File: src/logic/icfm_pkg.sv
// Purpose: shared constants and types for the input clock frequency monitor
// Assumes: 100 MHz reference clock, AXI4-Lite register access
// Notes: register offsets are indices; the byte address is four times the index
package icfm_pkg;

    // ************************************************************
    // timing
    // ************************************************************
    localparam int CLK_MHZ = 100; // reference clock rate
    localparam int GATE_NS = 1000; // one measurement gate, 1 us
    localparam int GATE_CYC = (GATE_NS * CLK_MHZ + 999) / 1000; // gate length in cycles
    localparam int WIN0_US = 40; // stability window code 00
    localparam int WIN1_US = 80; // stability window code 01
    localparam int WIN2_US = 320; // stability window code 10
    localparam int WIN3_US = 1280; // stability window code 11, 1.28 ms
    localparam int GATE_US = GATE_NS / 1000; // gate length in us

    // ************************************************************
    // register indices
    // ************************************************************
    localparam logic [7:0] IDX_CTL1 = 8'h5b; // dual_control_one
    localparam logic [7:0] IDX_CTL2 = 8'h5c; // dual_link_control_two
    localparam logic [7:0] IDX_LOW = 8'h5d; // low_freq_limit_and_phy_policy
    localparam logic [7:0] IDX_HIGH = 8'h5e; // high_freq_limit
    localparam logic [7:0] IDX_FREQ = 8'h5f; // measured_input_frequency
    localparam logic [7:0] IDX_IRQ_STAT = 8'h70; // event status, write one to clear
    localparam logic [7:0] IDX_IRQ_MASK = 8'h71; // event mask

    // ************************************************************
    // reset values
    // ************************************************************
    localparam logic [7:0] RST_CTL1 = 8'h20; // pll reset on change set
    localparam logic [7:0] RST_CTL2 = 8'h02; // hysteresis 2 MHz
    localparam logic [7:0] RST_LOW = 8'h06; // low limit 6 MHz
    localparam logic [7:0] RST_HIGH = 8'h44; // high limit as printed
    localparam logic [7:0] RST_FREQ = 8'h00; // no valid signal
    localparam logic [2:0] RST_IRQ = 3'h0; // events clear and masked

    // ************************************************************
    // field positions
    // ************************************************************
    localparam int CTL1_SWAP_BIT = 6; // link swap state
    localparam int CTL1_PLLRST_BIT = 5; // pll_reset_on_change
    localparam int CTL1_SRC_BIT = 4; // measure_source_sel
    localparam int EV_SETTLED = 0; // settled rose
    localparam int EV_CHANGE = 1; // frequency captured
    localparam int EV_LOST = 2; // measured frequency fell to zero

    // dual_link_control_two layout
    typedef struct packed {
        logic disable_swap; // stop auto swap correction
        logic force_link_rdy; // link ready override
        logic override_clock_present; // clock valid override
        logic [1:0] stability_window_sel; // settle window code
        logic [2:0] measure_hysteresis_mhz; // capture hysteresis
    } icfm_ctl2_t;

    // low limit register layout
    typedef struct packed {
        logic rsvd; // reads zero
        logic phy_keep_on_power; // skip phy reset while cable power
        logic [5:0] min_freq_limit; // low limit in MHz
    } icfm_low_t;

    // status outputs toward the link side
    typedef struct packed {
        logic clk_valid; // input clock usable
        logic link_ready; // link ready indication
        logic swap_state; // current swap state
    } icfm_stat_t;

endpackage

File: src/logic/icfm_top.sv
// Purpose: input clock frequency monitor with AXI4-Lite registers
// Assumes: link clocks are asynchronous and slower than half of REF_CLK
// Notes: frequency is the edge count of the selected clock over a 1 us gate
//
// What this block does
// - swap-disable stops auto swap, allows software writes
// - link-ready override forces link ready
// - clock override forces valid clock indication
// - stable only after selected window within band
// - capture only when difference exceeds hysteresis or the count falls to zero
// - phy reset on change, skip under policy+power
// - six-bit low limit judges too low
// - seven-bit high limit is upper threshold
// - frequency register reads MHz, zero means none
// - read-only settled flag shows detector stability
// - pll reset on change when enabled
// - source select: raw clock or pll clock
// - swap bit shows state, writable only disabled
`timescale 1ns/10ps
module icfm_top #(
    parameter int STAB_W = 11 // width of the stability counter in gates
) (
    input wire logic REF_CLK, // reference clock, 100 MHz
    input wire logic NRST, // asynchronous reset, active low
    input wire logic LINK_CLK, // raw input link clock, asynchronous
    input wire logic PLL_CLK, // input pll output clock, asynchronous
    input wire logic CABLE_PWR_DET, // cable power detect pin
    input wire logic BACK_LINK_DET, // back channel link detected
    input wire logic SWAP_DETECTED, // auto detector sees swapped links
    input wire logic [11:0] S_AXI_AWADDR, // write address
    input wire logic S_AXI_AWVALID, // write address valid
    output logic S_AXI_AWREADY, // write address ready
    input wire logic [31:0] S_AXI_WDATA, // write data
    input wire logic [3:0] S_AXI_WSTRB, // write byte strobes
    input wire logic S_AXI_WVALID, // write data valid
    output logic S_AXI_WREADY, // write data ready
    output logic [1:0] S_AXI_BRESP, // write response
    output logic S_AXI_BVALID, // write response valid
    input wire logic S_AXI_BREADY, // write response ready
    input wire logic [11:0] S_AXI_ARADDR, // read address
    input wire logic S_AXI_ARVALID, // read address valid
    output logic S_AXI_ARREADY, // read address ready
    output logic [31:0] S_AXI_RDATA, // read data
    output logic [1:0] S_AXI_RRESP, // read response
    output logic S_AXI_RVALID, // read data valid
    input wire logic S_AXI_RREADY, // read data ready
    output icfm_pkg::icfm_stat_t STATUS, // valid, link ready, swap state
    output logic FREQ_SETTLED, // freq_settled_flag
    output logic PHY_RESET, // one-cycle phy reset pulse
    output logic PLL_RESET, // one-cycle link pll reset pulse
    output logic IRQ // level interrupt
);
    import icfm_pkg::*;

    localparam int WIN0_G = WIN0_US / GATE_US; // window lengths in gates
    localparam int WIN1_G = WIN1_US / GATE_US;
    localparam int WIN2_G = WIN2_US / GATE_US;
    localparam int WIN3_G = WIN3_US / GATE_US;

    // ************************************************************
    // elaboration checks
    // ************************************************************
    if (GATE_CYC < 2 || GATE_CYC > 255) begin : g_bad_gate
        $error("gate length out of range");
    end
    if ((2 ** STAB_W) <= WIN3_G) begin : g_bad_stab
        $error("STAB_W too small for longest window");
    end

    // ************************************************************
    // declarations
    // ************************************************************
    logic [7:0] ctl1; // dual_control_one
    icfm_ctl2_t ctl2; // dual_link_control_two
    icfm_low_t low; // low limit and phy policy
    logic [6:0] max_freq_limit; // high limit
    logic [7:0] measured_freq_mhz; // current captured frequency
    logic [2:0] irq_stat; // sticky events
    logic [2:0] irq_mask; // event enables
    logic [2:0] lclk_sync; // raw clock synchroniser and edge stage
    logic [2:0] pclk_sync; // pll clock synchroniser and edge stage
    logic [1:0] pwr_sync; // cable power synchroniser
    logic [1:0] bld_sync; // back link synchroniser
    logic [1:0] swd_sync; // swap detect synchroniser
    logic [7:0] gate_cnt; // position in the gate
    logic [7:0] edge_cnt; // edges seen in the gate
    logic [STAB_W-1:0] stab_cnt; // gates since last capture
    logic src_prev; // source select last cycle
    logic settled_prev; // settled last cycle
    logic sel_edge; // rising edge of selected clock
    logic gate_done; // last cycle of gate
    logic [7:0] next_meas; // gate result
    logic [7:0] diff; // distance from current value
    logic freq_change; // capture this cycle
    logic mode_change; // source select changed
    logic [STAB_W-1:0] win_gates; // selected window
    logic settled; // stable for window
    logic in_range; // between limits
    logic [2:0] ev_set; // events this cycle
    logic aw_held; // write address latched
    logic w_held; // write data latched
    logic [7:0] aw_idx; // latched write index
    logic [31:0] w_data; // latched write data
    logic w_lane0; // byte lane 0 enabled
    logic wr_fire; // write performed
    logic wr_hit; // write index mapped
    logic [7:0] rd_val; // read mux result
    logic rd_hit; // read index mapped
    logic clk_ok; // registered clock valid
    logic link_up; // registered link ready

    // ************************************************************
    // input synchronisers
    // ************************************************************
    // two flops before use, third flop only for clock edge detect
    always_ff @(posedge REF_CLK or negedge NRST) begin
        if (!NRST) begin
            lclk_sync <= 3'h0;
            pclk_sync <= 3'h0;
            pwr_sync <= 2'h0;
            bld_sync <= 2'h0;
            swd_sync <= 2'h0;
        end else begin
            lclk_sync <= {lclk_sync[1:0], LINK_CLK};
            pclk_sync <= {pclk_sync[1:0], PLL_CLK};
            pwr_sync <= {pwr_sync[0], CABLE_PWR_DET};
            bld_sync <= {bld_sync[0], BACK_LINK_DET};
            swd_sync <= {swd_sync[0], SWAP_DETECTED};
        end
    end

    // ************************************************************
    // frequency measurement
    // ************************************************************
    // pick the detector input from the synchronised stages
    always_comb begin
        if (ctl1[CTL1_SRC_BIT]) begin
            sel_edge = pclk_sync[1] & ~pclk_sync[2];
        end else begin
            sel_edge = lclk_sync[1] & ~lclk_sync[2];
        end
    end

    assign gate_done = (gate_cnt == 8'(GATE_CYC - 1));

    // gate timer
    always_ff @(posedge REF_CLK or negedge NRST) begin
        if (!NRST) begin
            gate_cnt <= 8'h00;
        end else if (gate_done || mode_change) begin
            gate_cnt <= 8'h00;
        end else begin
            gate_cnt <= gate_cnt + 8'h01;
        end
    end

    // saturating edge count and hysteresis compare
    always_comb begin
        if (sel_edge && edge_cnt != 8'hff) begin
            next_meas = edge_cnt + 8'h01;
        end else begin
            next_meas = edge_cnt;
        end
        if (next_meas > measured_freq_mhz) begin
            diff = next_meas - measured_freq_mhz;
        end else begin
            diff = measured_freq_mhz - next_meas;
        end
        // zero always captured so a lost clock reads as none
        freq_change = gate_done && (diff > {5'h00, ctl2.measure_hysteresis_mhz}
            || (next_meas == 8'h00 && measured_freq_mhz != 8'h00));
    end

    // edge counter restarts each gate
    always_ff @(posedge REF_CLK or negedge NRST) begin
        if (!NRST) begin
            edge_cnt <= 8'h00;
        end else if (gate_done || mode_change) begin
            edge_cnt <= 8'h00;
        end else begin
            edge_cnt <= next_meas;
        end
    end

    // captured value, held within the hysteresis band
    always_ff @(posedge REF_CLK or negedge NRST) begin
        if (!NRST) begin
            measured_freq_mhz <= RST_FREQ;
        end else if (freq_change) begin
            measured_freq_mhz <= next_meas;
        end
    end

    // ************************************************************
    // stability and validity
    // ************************************************************
    always_comb begin
        unique case (ctl2.stability_window_sel)
            2'b00: win_gates = STAB_W'(WIN0_G);
            2'b01: win_gates = STAB_W'(WIN1_G);
            2'b10: win_gates = STAB_W'(WIN2_G);
            2'b11: win_gates = STAB_W'(WIN3_G);
        endcase
    end

    // gates since last capture, saturating
    always_ff @(posedge REF_CLK or negedge NRST) begin
        if (!NRST) begin
            stab_cnt <= '0;
        end else if (freq_change || mode_change) begin
            stab_cnt <= '0;
        end else if (gate_done && stab_cnt != '1) begin
            stab_cnt <= stab_cnt + STAB_W'(1);
        end
    end

    assign settled = (measured_freq_mhz != 8'h00) && (stab_cnt >= win_gates);
    assign in_range = (measured_freq_mhz >= {2'h0, low.min_freq_limit})
        && (measured_freq_mhz <= {1'b0, max_freq_limit});

    // status outputs registered
    always_ff @(posedge REF_CLK or negedge NRST) begin
        if (!NRST) begin
            clk_ok <= 1'b0;
            link_up <= 1'b0;
            FREQ_SETTLED <= 1'b0;
        end else begin
            clk_ok <= ctl2.override_clock_present || (settled && in_range);
            link_up <= ctl2.force_link_rdy || bld_sync[1];
            FREQ_SETTLED <= settled;
        end
    end
    // one driver for the whole struct, members gathered here
    assign STATUS = {clk_ok, link_up, ctl1[CTL1_SWAP_BIT]};

    // ************************************************************
    // phy and pll reset pulses
    // ************************************************************
    assign mode_change = src_prev != ctl1[CTL1_SRC_BIT];

    always_ff @(posedge REF_CLK or negedge NRST) begin
        if (!NRST) begin
            src_prev <= 1'b0;
            PHY_RESET <= 1'b0;
            PLL_RESET <= 1'b0;
        end else begin
            src_prev <= ctl1[CTL1_SRC_BIT];
            PHY_RESET <= (freq_change || mode_change) && !(low.phy_keep_on_power && pwr_sync[1]);
            PLL_RESET <= freq_change && ctl1[CTL1_PLLRST_BIT];
        end
    end

    // ************************************************************
    // interrupts
    // ************************************************************
    always_comb begin
        ev_set = 3'h0;
        ev_set[EV_SETTLED] = settled && !settled_prev;
        ev_set[EV_CHANGE] = freq_change;
        ev_set[EV_LOST] = freq_change && next_meas == 8'h00;
    end

    // sticky status, a new event wins over a clear
    always_ff @(posedge REF_CLK or negedge NRST) begin
        if (!NRST) begin
            settled_prev <= 1'b0;
            irq_stat <= RST_IRQ;
            IRQ <= 1'b0;
        end else begin
            settled_prev <= settled;
            if (wr_fire && w_lane0 && aw_idx == IDX_IRQ_STAT) begin
                irq_stat <= (irq_stat & ~w_data[2:0]) | ev_set;
            end else begin
                irq_stat <= irq_stat | ev_set;
            end
            IRQ <= |(irq_stat & irq_mask);
        end
    end

    // ************************************************************
    // axi4-lite write channel
    // ************************************************************
    assign S_AXI_AWREADY = !aw_held && !S_AXI_BVALID;
    assign S_AXI_WREADY = !w_held && !S_AXI_BVALID;
    assign wr_fire = aw_held && w_held && !S_AXI_BVALID;
    assign wr_hit = aw_idx inside {IDX_CTL1, IDX_CTL2, IDX_LOW, IDX_HIGH, IDX_FREQ, IDX_IRQ_STAT, IDX_IRQ_MASK};

    // address and data taken in either order, answer after both
    always_ff @(posedge REF_CLK or negedge NRST) begin
        if (!NRST) begin
            aw_held <= 1'b0;
            w_held <= 1'b0;
            aw_idx <= 8'h00;
            w_data <= 32'h0;
            w_lane0 <= 1'b0;
            S_AXI_BVALID <= 1'b0;
            S_AXI_BRESP <= 2'h0;
        end else begin
            if (S_AXI_AWVALID && S_AXI_AWREADY) begin
                aw_held <= 1'b1;
                aw_idx <= S_AXI_AWADDR[9:2];
            end
            if (S_AXI_WVALID && S_AXI_WREADY) begin
                w_held <= 1'b1;
                w_data <= S_AXI_WDATA;
                w_lane0 <= S_AXI_WSTRB[0]; // lane 0 off means the write does nothing
            end
            if (wr_fire) begin
                aw_held <= 1'b0;
                w_held <= 1'b0;
                S_AXI_BVALID <= 1'b1;
                S_AXI_BRESP <= wr_hit ? 2'h0 : 2'h2; // unmapped gives slverr
            end else if (S_AXI_BVALID && S_AXI_BREADY) begin
                S_AXI_BVALID <= 1'b0;
            end
        end
    end

    // ************************************************************
    // register file
    // ************************************************************
    // lane 0 carries all data; other lanes ignored
    always_ff @(posedge REF_CLK or negedge NRST) begin
        if (!NRST) begin
            ctl1 <= RST_CTL1;
            ctl2 <= RST_CTL2;
            low <= RST_LOW;
            max_freq_limit <= RST_HIGH[6:0];
            irq_mask <= RST_IRQ;
        end else begin
            if (wr_fire && w_lane0) begin
                unique case (aw_idx)
                    IDX_CTL2: ctl2 <= w_data[7:0];
                    IDX_LOW: low <= {1'b0, w_data[6:0]};
                    IDX_HIGH: max_freq_limit <= w_data[6:0];
                    IDX_IRQ_MASK: irq_mask <= w_data[2:0];
                    default: ;
                endcase
            end
            if (wr_fire && w_lane0 && aw_idx == IDX_CTL1) begin
                ctl1[CTL1_PLLRST_BIT] <= w_data[CTL1_PLLRST_BIT];
                ctl1[CTL1_SRC_BIT] <= w_data[CTL1_SRC_BIT];
            end
            // swap bit follows the detector unless correction disabled
            if (!ctl2.disable_swap) begin
                ctl1[CTL1_SWAP_BIT] <= swd_sync[1];
            end else if (wr_fire && w_lane0 && aw_idx == IDX_CTL1) begin
                ctl1[CTL1_SWAP_BIT] <= w_data[CTL1_SWAP_BIT];
            end
        end
    end

    // ************************************************************
    // axi4-lite read channel
    // ************************************************************
    always_comb begin
        rd_hit = 1'b1;
        unique case (S_AXI_ARADDR[9:2])
            IDX_CTL1: rd_val = {1'b0, ctl1[6:4], 4'h0};
            IDX_CTL2: rd_val = ctl2;
            IDX_LOW: rd_val = low;
            IDX_HIGH: rd_val = {1'b0, max_freq_limit};
            IDX_FREQ: rd_val = measured_freq_mhz;
            IDX_IRQ_STAT: rd_val = {5'h00, irq_stat};
            IDX_IRQ_MASK: rd_val = {5'h00, irq_mask};
            default: begin
                rd_val = 8'h00;
                rd_hit = 1'b0;
            end
        endcase
    end

    assign S_AXI_ARREADY = !S_AXI_RVALID;

    // one read under way, answer the cycle after acceptance
    always_ff @(posedge REF_CLK or negedge NRST) begin
        if (!NRST) begin
            S_AXI_RVALID <= 1'b0;
            S_AXI_RDATA <= 32'h0;
            S_AXI_RRESP <= 2'h0;
        end else if (S_AXI_ARVALID && S_AXI_ARREADY) begin
            S_AXI_RVALID <= 1'b1;
            S_AXI_RDATA <= {24'h0, rd_val};
            S_AXI_RRESP <= rd_hit ? 2'h0 : 2'h2;
        end else if (S_AXI_RVALID && S_AXI_RREADY) begin
            S_AXI_RVALID <= 1'b0;
        end
    end
endmodule

File: config.mk
export PLATFORM = sky130hd
export DESIGN_NAME = icfm_top
export DESIGN_NICKNAME = d
export VERILOG_FILES = /design/src/logic/icfm_pkg.sv /design/src/logic/icfm_top.sv
export SDC_FILE = /design/constraint.sdc
export NUM_CORES = 1
export LEC_CHECK = 0
export BUFFER_PORTS_ARGS = -buffer_cell sky130_fd_sc_hd__buf_2
export CAP_MARGIN = 40
export CORE_UTILIZATION = 39
export DETAILED_ROUTE_END_ITERATION = 12
export PLACE_DENSITY = 0.6
export SYNTH_ARGS = -nofsm -noshare
export SYNTH_HDL_FRONTEND = slang
export SYNTH_SLANG_ARGS = --single-unit
File: constraint.sdc
create_clock -name REF_CLK -period 5.4 [get_ports REF_CLK]
set_input_delay 0.81 -clock REF_CLK [delete_from_list [all_inputs] [get_ports REF_CLK]]
set_output_delay 0.81 -clock REF_CLK [all_outputs]
set_load 0.01 [all_outputs]
==> results of run 1 <==
how the worst max path moves through the flow:
stage / slack [ns] / cells past startpoint / end / start
floorplan: 1.12 / 18 / stab_cnt[1]$_DFFE_PN0P_ / ctl1[4]$_DFFE_PN0P_
global placement: 0.51 / 16 / PHY_RESET$_DFF_PN0_ / ctl1[4]$_DFFE_PN0P_
detailed placement: 0.47 / 16 / PHY_RESET$_DFF_PN0_ / ctl1[4]$_DFFE_PN0P_
CTS: 0.43 / 16 / PHY_RESET$_DFF_PN0_ / ctl1[4]$_DFFE_PN0P_
global route: 0.03 / 16 / PHY_RESET$_DFF_PN0_ / ctl1[4]$_DFFE_PN0P_
finish: 0.48 / 16 / PHY_RESET$_DFF_PN0_ / ctl1[4]$_DFFE_PN0P_
sequential cells by signal, indices dropped and copies added (netlist names), 2 cells and up:
register / count
stab_cnt: 11
aw_idx: 8
measured_freq_mhz: 8
bld_sync: 2
irq_stat: 3
max_freq_limit: 7
edge_cnt: 8
pwr_sync: 2
S_AXI_RDATA: 8
w_data: 8
ctl1: 2
pclk_sync: 3
swd_sync: 2
irq_mask: 3
ctl2: 8
gate_cnt: 8
lclk_sync: 3
low: 7
placed cells by master, fill, tap and decap left out, drive strengths merged, types with 6 or more instances in the layout:
master,count
xnor2,8
buf,71
ha,45
nand2,51
dfrtp,110
a211oi,8
nand3,17
clkbuf,20
nor2,57
mux4,7
nor3,8
mux2,41
xor2,13
nor2b,11
nand4,13
o21ai,32
a21oi,22
conb,26
mux2i,21
inv,55
dfstp,6
and3,6
routing by layer:
layer / wire length, µm / up-vias
met3: 762 / 13
met1: 6870 / 2322
met5: 0 / -
met4: 184 / 0
li1: - / 2323
met2: 6890 / 142
final cells by class:
cell class / instances / share of cell area [%]
inverters: 52 / 2.54
clock buffers: 20 / 5.82
flip-flops and latches: 116 / 37.9
clock inverters: 11 / 1.66
well taps: 220 / 3.59
diodes: 1 / 0.0326
multi-input cells: 454 / 43.4
repair buffers: 71 / 5.06
worst register-to-register path, stage by stage, from the launching register on:
cell and delay (ns):
dfrtp_1 0.52, or3b_4 0.51, a2111oi_4 0.38, mux2i_1 0.32
inv_1 0.08, ha_1 0.40, nand2_1 0.08, o32ai_1 0.33
o21bai_2 0.23, mux2i_1 0.25, xor2_1 0.19, ha_1 0.27
o21a_1 0.11, o21ai_0 0.22, o21ai_1 0.15, a211o_1 0.53
a21boi_0 0.22
power groups by stage:
stage	combinational [mW]	clock (mW)	sequential, mW
floorplan	1.03	0	1.19
global placement	1.27	0	1.25
detailed placement	1.31	0	1.26
CTS	1.32	1.12	1.25
global route	1.48	1.15	1.28
finish	1.31	1.10	1.25
kinds of logic (layout without fill, tap and decap cells):
logic type,Yosys count,after routing,synth area share [%]
AO/OA/AOI/OAI,98,98,9.68
XOR/XNOR,21,21,2.78
adder cells (fa/ha/maj),47,47,9.11
buffers and inverters,95,154,7.31
flip-flops,116,116,44.0
multiplexers,69,69,12.5
other,1,27,0.0566
AND/OR/NAND/NOR,193,193,14.6
metrics by stage:
| stage | power (mW) | setup slack [ns] | util (%) | instances |
|---|---|---|---|---|
| finish | 3.66 | 0.479 | 46.3 | 945 |
| global placement | 2.51 | 0.510 | 42.7 | 911 |
| CTS | 3.69 | 0.428 | 46.2 | 943 |
| floorplan | 2.22 | 1.12 | - | 665 |
| global route | 3.91 | 0.0305 | 46.2 | 944 |
| detailed placement | 2.57 | 0.470 | 42.7 | 912 |
==> flow_summary.ini, run 1 <==
[setup_path]
cp.arrival_ns = 5.21
cp_cell_sequence = or3b_4 > a2111oi_4 > mux2i_1 > inv_1 > ha_1 > nand2_1 > o32ai_1 > o21bai_2 > mux2i_1 > xor2_1 > ha_1 > o21a_1 > o21ai_0 > o21ai_1 > a211o_1 > a21boi_0
cp-end-kind = flop
crit_path_top_delay_cell = a211o_1
r2r_end = PHY_RESET$_DFF_PN0_
cp.required_ns = 5.69
startpoint_type = flop
path_max_fanout = 12
timing.rr.start = ctl1[4]$_DFFE_PN0P_
cpPeakStageDelay_ns = 0.53
reg2reg_setup_slack_ns = 0.48
path_class = reg -> reg
worst_r2r_path_depth = 16
crit_buf_inv = 1
cp_top_family = compound AO/OA/AOI/OAI gates

[grt]
met1_usage_pct = 24.0
busiest_layer = met2
gr-total-overflow = 0
grt_pass1_vias = 4745
grt_max_degree = 63
antenna_found_initial = 0
grt_usage_pct = 18.0
grt_pass1_wl_mm = 24.4
use_met3_pct = 4.15
met2_usage_pct = 29.0

[power]
pwr-share-seq_pct = 34.2
p_sw_share_pct = 35.9
p_comb_share_pct = 35.8
p_leak_nw = 3.61
p_int_mw = 2.35
power_density_mw_per_mm2 = 477
ir_drop_mv = 0.264
p_switching_mw = 1.31
pwr-share-clk_pct = 30.0

[timing]
slew_viol_final = 0
fin_crit_sh_pct = 91.1
worst_pin_slew_ns = 0.783
hold_viol_final = 0
fin_crit_ns = 4.92
rsz0062_at_grt = no
holdWs_ns = 0.347
fmax_mhz = 203
finalSetupTns_ns = 0
relSlewSlack_pct = 47.8
worst_clock_skew_ns = 0.00748
finalSetupViolCount = 0

[clocking]
clock_latency_ns = 0.42
path_clk_slew_ns = 0.06
ctsHoldBuffers = 0
cts_buffers = 17
htreeDepth = 4
cts_root_buffer = clkbuf_16
post_cts_buffers = 0
numClockSinks = 116
cts_tree = built
cts_resized = 0
clock_path_buffers = 2

[layout]
ff_latch_area_mm2 = 0.00291
fin_nets = 831
area_growth_pct = 15.9
drive_above_1_share_pct = 23.8
fillers = 1556
design_area_mm2 = 0.00767
multi_input_comb_area_mm2 = 0.00333

[floorplanning]
die_y_um = 132
dieArea_mm2 = 0.0175
num_io_pins = 120
start_util_pct = 39.9
die_w_um = 132
core_area_mm2 = 0.0166
rows = 47

[detailed_routing]
drt-total-wl_mm = 14.7
routed_via_density = 5.08
drt-initial-drc-count = 283
drc_errors = 0
ant_nets = 0
wl_per_cell_um = 15.6
dr.pass1.iters = 6
num_vias = 4800

[yosys]
yosysWarnings = 0
synth_cells = 640
synth_area_leaders = dfrtp_1 (42%), ha_1 (8.5%), mux2_2 (7.0%)
synth_top_flop_cell = dfrtp_1
synth_top_area_cell = dfrtp_1
synthTopCellsByCount = dfrtp_1 (110), inv_1 (52), nand2_1 (51), nor2_1 (47), ha_1 (45)
ys_async_sr_fraction_pct = 100
synth.yosys.seq_area_share_pct = 44.0
ys_types = 61
synth_top_area_share_pct = 41.6
syn_area_per_cell_um2 = 10.3
synth_edf_count = 0
netlist_area_mm2 = 0.00662
post-synth-top-count-cell = dfrtp_1
ys_seq_elements = 116

[min_path]
hold_path_depth = 0
hp-class = reg -> reg
hp-start = swd_sync[0]$_DFF_PN0_
holdPathEnd = swd_sync[1]$_DFF_PN0_

[run]
cap_violations = 0

[placed_design]
place_congestion = 0.865
hpwlAfterDp_mm = 11.0
io_buffers = 58
dpl_cell_area_mm2 = 0.00709

[status]
status = complete, no violations
No activity file was read; power rests on OpenSTA's default activity.
==> inputs of run 2 (changes only) <==
==> constraint.sdc (replaced) <==
create_clock -name REF_CLK -period 5.4 [get_ports REF_CLK]
set_input_delay 0.54 -clock REF_CLK [delete_from_list [all_inputs] [get_ports REF_CLK]]
set_output_delay 0.54 -clock REF_CLK [all_outputs]
set_load 0.01 [all_outputs]
==> run 2 against run 1 <==
Effect of this change: sequential share of layout area down 0.34 points; first-iteration DRC count down 21%; sequential power about the same; register-to-register slack worse by 0.03 ns; fmax down 0.57%; count of clock-buffer cells in the layout down 1.
==> flow_summary.ini, run 2 (same netlist as run 1, synthesis figures left out) <==
[timing]
fin_crit_ns = 4.95
finalSetupTns_ns = 0
rsz0062_at_grt = no
relSlewSlack_pct = 43.2
fmax_mhz = 202
worst_pin_slew_ns = 0.851
worst_clock_skew_ns = 0.00969
hold_viol_final = 0
fin_crit_sh_pct = 91.7
finalSetupViolCount = 0
slew_viol_final = 0

[clocking]
cts_resized = 0
numClockSinks = 116
ctsHoldBuffers = 0
post_cts_buffers = 0
htreeDepth = 4
path_clk_slew_ns = 0.06
cts_root_buffer = clkbuf_16
cts_buffers = 17
clock_path_buffers = 2
cts_tree = built
clock_latency_ns = 0.42

[power]
p_leak_nw = 3.64
ir_drop_mv = 0.332
power_density_mw_per_mm2 = 490
p_switching_mw = 1.34
p_comb_share_pct = 34.9
pwr-share-seq_pct = 33.0
p_int_mw = 2.45
p_sw_share_pct = 35.3
pwr-share-clk_pct = 32.1

[detailed_routing]
ant_nets = 0
num_vias = 4839
dr.pass1.iters = 4
drc_errors = 0
wl_per_cell_um = 15.6
drt-total-wl_mm = 14.7
drt-initial-drc-count = 224
routed_via_density = 5.12

[floorplanning]
num_io_pins = 120
die_w_um = 132
start_util_pct = 39.9
dieArea_mm2 = 0.0175
rows = 47
core_area_mm2 = 0.0166
die_y_um = 132

[grt]
antenna_found_initial = 0
gr-total-overflow = 0
grt_pass1_wl_mm = 24.7
grt_pass1_vias = 4881
grt_usage_pct = 18.2
grt_max_degree = 69

[setup_path]
r2r_end = stab_cnt[0]$_DFFE_PN0P_
timing.rr.start = ctl1[4]$_DFFE_PN0P_
path_max_fanout = 9
cp.arrival_ns = 5.30
reg2reg_setup_slack_ns = 0.45
cp-end-kind = flop
cp.required_ns = 5.75
startpoint_type = flop
worst_r2r_path_depth = 17
path_class = reg -> reg

[layout]
fin_util_pct = 46.7
ff_latch_area_mm2 = 0.00291
mostFrequentLayoutCells = dfrtp_1 (110), buf_2 (58), inv_1 (52)
final_common_cell = dfrtp_1
diodes = 0
largest_register_ffs = 11
fin_nets = 832
multi_input_comb_area_mm2 = 0.00333
fillers = 1544
drive_above_1_share_pct = 24.1
area_growth_pct = 16.9
top_register = stab_cnt

[run]
cap_violations = 0

[placed_design]
place_congestion = 0.833
hpwlAfterDp_mm = 11.2
io_buffers = 58

[status]
status = complete, no violations

[min_path]
hp-class = in -> async
-- run 2: changes by cell type in the layout (fill, tap and decap cells not counted) --
cell,delta
diode_2,-1
bufinv_16,+2
clkinv_4,+1
buf_4,+1
inv_6,+1
clkbuf_1,-1
clkinv_2,-2
-- run 2: routing by layer --
| layer | wire (µm) | vias up | track usage, % |
|---|---|---|---|
| li1 | - | 2327 | - |
| met3 | 696 | 17 | 5.54 |
| met5 | 0 | - | 0 |
| met2 | 6840 | 121 | 28.5 |
| met4 | 221 | 0 | 5.68 |
| met1 | 6980 | 2374 | 24.2 |
-- run 2: worst max-delay path, cell delays in order, from the launching register on --
cell	delay (ns)
dfrtp_1	0.49
or3b_4	0.49
a21oi_1	0.21
mux2i_1	0.29
inv_1	0.08
ha_1	0.44
nand4_1	0.21
o32ai_1	0.41
o21bai_2	0.24
mux2i_1	0.24
xor2_1	0.21
ha_1	0.28
o21a_1	0.11
o21ai_0	0.24
o21ai_1	0.16
a211o_1	0.43
buf_4	0.23
nor2_1	0.10
-- run 2: per-stage QoR --
step                hold WS, ns  setup WS, ns  std cells  power [mW]  area [µm²]
floorplan                 0.244          1.12        665        2.22        6720
global placement          0.333         0.653        912        2.52        7090
detailed placement        0.339         0.542        914        2.58        7100
CTS                       0.151         0.477        946        3.82        7740
global route              0.168        0.0960        946        4.06        7740
finish                    0.134         0.450        946        3.79        7740
-- run 2: area by class of cell --
| class | instances | area share (%) |
|---|---|---|
| Timing Repair Buffer | 72 | 5.11 |
| Multi-Input combinational cell | 454 | 43.0 |
| Sequential cell | 116 | 37.6 |
| Tap cell | 220 | 3.56 |
| Inverter | 52 | 2.52 |
| Clock inverter | 13 | 2.52 |
| Clock buffer | 19 | 5.72 |
-- run 2: worst max path at each step --
stage	cells past startpoint	end	start
after floorplan	18	stab_cnt[1]$_DFFE_PN0P_	ctl1[4]$_DFFE_PN0P_
after global placement	17	stab_cnt[0]$_DFFE_PN0P_	ctl1[4]$_DFFE_PN0P_
after detailed placement	17	stab_cnt[3]$_DFFE_PN0P_	ctl1[4]$_DFFE_PN0P_
after CTS	17	stab_cnt[0]$_DFFE_PN0P_	ctl1[4]$_DFFE_PN0P_
after global routing	17	stab_cnt[0]$_DFFE_PN0P_	ctl1[4]$_DFFE_PN0P_
final	17	stab_cnt[0]$_DFFE_PN0P_	ctl1[4]$_DFFE_PN0P_
-- run 2: power groups by stage --
stage / registers, mW / logic [mW] / clock network [mW]
6_report: 1.25 / 1.32 / 1.22
5_1_grt: 1.28 / 1.49 / 1.29
4_1_cts: 1.25 / 1.33 / 1.24
3_5_place_dp: 1.26 / 1.32 / 0
3_3_place_gp: 1.25 / 1.27 / 0
2_1_floorplan: 1.19 / 1.03 / 0
==> inputs of run 3 (changes only) <==
--- a/config.mk
+++ b/config.mk
@@ -5,6 +5,7 @@
 export SDC_FILE = /design/constraint.sdc
 export NUM_CORES = 1
 export LEC_CHECK = 0
+export ABC_AREA = 1
 export BUFFER_PORTS_ARGS = -buffer_cell sky130_fd_sc_hd__buf_2
 export CAP_MARGIN = 40
 export CORE_UTILIZATION = 39
==> run 3 against run 2 <==
Effect of this change: sequential share of layout area fell by 0.80 points; area after synthesis up 4.0%; sequential power fell by 6%; first-iteration DRC count up 72%; global-route usage increased by 0.19 points; setup slack improved by 0.63 ns; total power is 3.8% lower; register-to-register slack improved by 0.63 ns; cell count up 24%; hold slack got worse by 0.095 ns; critical path type unchanged; largest cell class unchanged.
==> flow_summary.ini, run 3 <==
[setup_path]
path_max_fanout = 13
cp-end-kind = flop
path_class = reg -> reg
cp.required_ns = 5.74
cp.arrival_ns = 4.66
startpoint_type = flop

[status]
status = complete, no violations

[detailed_routing]
wl_per_cell_um = 13.0
dr.pass1.iters = 6
drt-total-wl_mm = 15.2
drc_errors = 0
ant_nets = 0
num_vias = 5628
drt-initial-drc-count = 386
routed_via_density = 4.80

[yosys]
synth_top_area_cell = dfrtp_1
ys_types = 48
synth.yosys.seq_area_share_pct = 42.3
yosysWarnings = 0
netlist_area_mm2 = 0.00688
ys_seq_elements = 116
synthTopCellsByCount = nand2_1 (225), inv_1 (128), dfrtp_1 (110), nor2_1 (62), o21ai_0 (52)
synth_top_flop_cell = dfrtp_1
post-synth-top-count-cell = nand2_1
synth_edf_count = 0
synth_cells = 871
syn_area_per_cell_um2 = 7.90
synth_top_area_share_pct = 40.0
ys_async_sr_fraction_pct = 100
synth_area_leaders = dfrtp_1 (40%), nand2_1 (12%), ha_1 (8.2%)

[clocking]
numClockSinks = 116
cts_root_buffer = clkbuf_16
clock_latency_ns = 0.42
cts_resized = 0
post_cts_buffers = 0
ctsHoldBuffers = 0
path_clk_slew_ns = 0.05
cts_buffers = 17
htreeDepth = 4
clock_path_buffers = 2
cts_tree = built

[floorplanning]
rows = 48
dieArea_mm2 = 0.0182
start_util_pct = 39.8
core_area_mm2 = 0.0173
num_io_pins = 120
die_w_um = 135
die_y_um = 135

[grt]
grt_max_degree = 51
gr-total-overflow = 0
grt_usage_pct = 18.4
antenna_found_initial = 0
grt_pass1_vias = 5318
grt_pass1_wl_mm = 26.1

[layout]
final_common_cell = nand2_1
drive_above_1_share_pct = 14.7
largest_register_ffs = 11
diodes = 0
fin_nets = 1054
design_area_mm2 = 0.00791
mostFrequentLayoutCells = nand2_1 (225), inv_1 (128), dfrtp_1 (110)
top_register = stab_cnt
area_growth_pct = 14.9

[power]
ir_drop_mv = 0.231
power_density_mw_per_mm2 = 461
p_leak_nw = 4.04
power_mw = 3.64

[timing]
relSlewSlack_pct = 60.8
rsz0062_at_grt = no
finalSetupTns_ns = 0
slew_viol_final = 0
finalSetupViolCount = 0
fin_crit_ns = 4.32
fin_crit_sh_pct = 80.1
worst_pin_slew_ns = 0.586
fmax_mhz = 231
hold_viol_final = 0
worst_clock_skew_ns = 0.00829

[placed_design]
place_congestion = 0.856
io_buffers = 58
hpwlAfterDp_mm = 11.6
dpl_cell_area_mm2 = 0.00730

[min_path]
hp-class = in -> async

[run]
cap_violations = 0
-- run 3: power breakdown --
group / switching (mW) / internal, mW / leakage, nW / total [mW]
combinational: 0.857 / 0.466 / 2.30 / 1.32
sequential: 0.130 / 1.04 / 1.46 / 1.17
clock: 0.407 / 0.739 / 0.284 / 1.15
-- run 3: cell families after synthesis --
family                     synth area share [%]
adders and majority gates                  8.76
muxes                                     0.636
other                                    0.0545
buffers and inverters                      11.4
xor gates and xnor gates                   1.53
AOI/OAI and AO/OA                          8.94
DFF                                        42.3
and+or+nand+nor                            26.4
-- run 3: stage by stage --
| stage | setup WS (ns) | util, % | hold WS [ns] | instances |
|---|---|---|---|---|
| final | 1.08 | 45.7 | 0.0391 | 1173 |
| after global routing | 0.677 | 45.7 | 0.0563 | 1173 |
| after CTS | 1.08 | 45.7 | 0.0404 | 1173 |
| after detailed placement | 1.13 | 42.2 | 0.335 | 1141 |
| after global placement | 1.10 | 42.1 | 0.333 | 1140 |
| after floorplan | 1.68 | - | 0.244 | 896 |
-- run 3: worst max-delay path: stages, from the launching register on --
cell and delay (ns):
dfrtp_1 0.43, ha_1 0.28, inv_2 0.07, nor2_4 0.12, nand2_2 0.10, nand2_8 0.11
inv_4 0.06, nand2_1 0.07, nand2_2 0.09, ha_1 0.22, fa_1 0.36, inv_1 0.10
nand3_1 0.09, nand2_1 0.10, nand2_1 0.05, nand2_1 0.07, nand2_2 0.09, o21ai_0 0.20
xor2_1 0.18, inv_1 0.06, ha_1 0.28, inv_1 0.06, nor2_1 0.04, o21ai_0 0.27
nand3_4 0.20, nand2_4 0.22, nand2_4 0.16, nor2_1 0.13
-- run 3: path summary, 6_finish.rpt --
path | startpoint | endpoint | slack [ns] | cells after the start
setup reg to reg | edge_cnt[0]$_DFF_PN0_ | stab_cnt[0]$_DFFE_PN0P_ | 1.08 | 27
setup / recovery | edge_cnt[0]$_DFF_PN0_ | stab_cnt[0]$_DFFE_PN0P_ | 1.08 | 27
min in group REF_CLK | LINK_CLK | lclk_sync[0]$_DFF_PN0_ | 0.23 | 1
max in group asynchronous | NRST | max_freq_limit[2]$_DFFE_PN1P_ | 4.19 | 3
hold reg to reg | swd_sync[0]$_DFF_PN0_ | swd_sync[1]$_DFF_PN0_ | 0.34 | 0
hold / removal | NRST | edge_cnt[2]$_DFF_PN0_ | 0.04 | 1
-- run 3: layout make-up --
cell class / instances / area, µm²
fillers: 1739 / 9390
multi-input cells: 608 / 3280
flip-flops and latches: 116 / 2910
inverters: 131 / 494
clock buffers: 21 / 450
repair buffers: 61 / 335
well taps: 225 / 282
clock inverters: 11 / 153
-- run 3: metal layers --
layer	global-route usage (%)	up-vias	share of wire, %
li1	-	2869	-
met1	25.9	2608	50
met2	28.7	137	45
met3	3.08	14	3.7
met4	6.37	0	1.3
met5	0	-	0
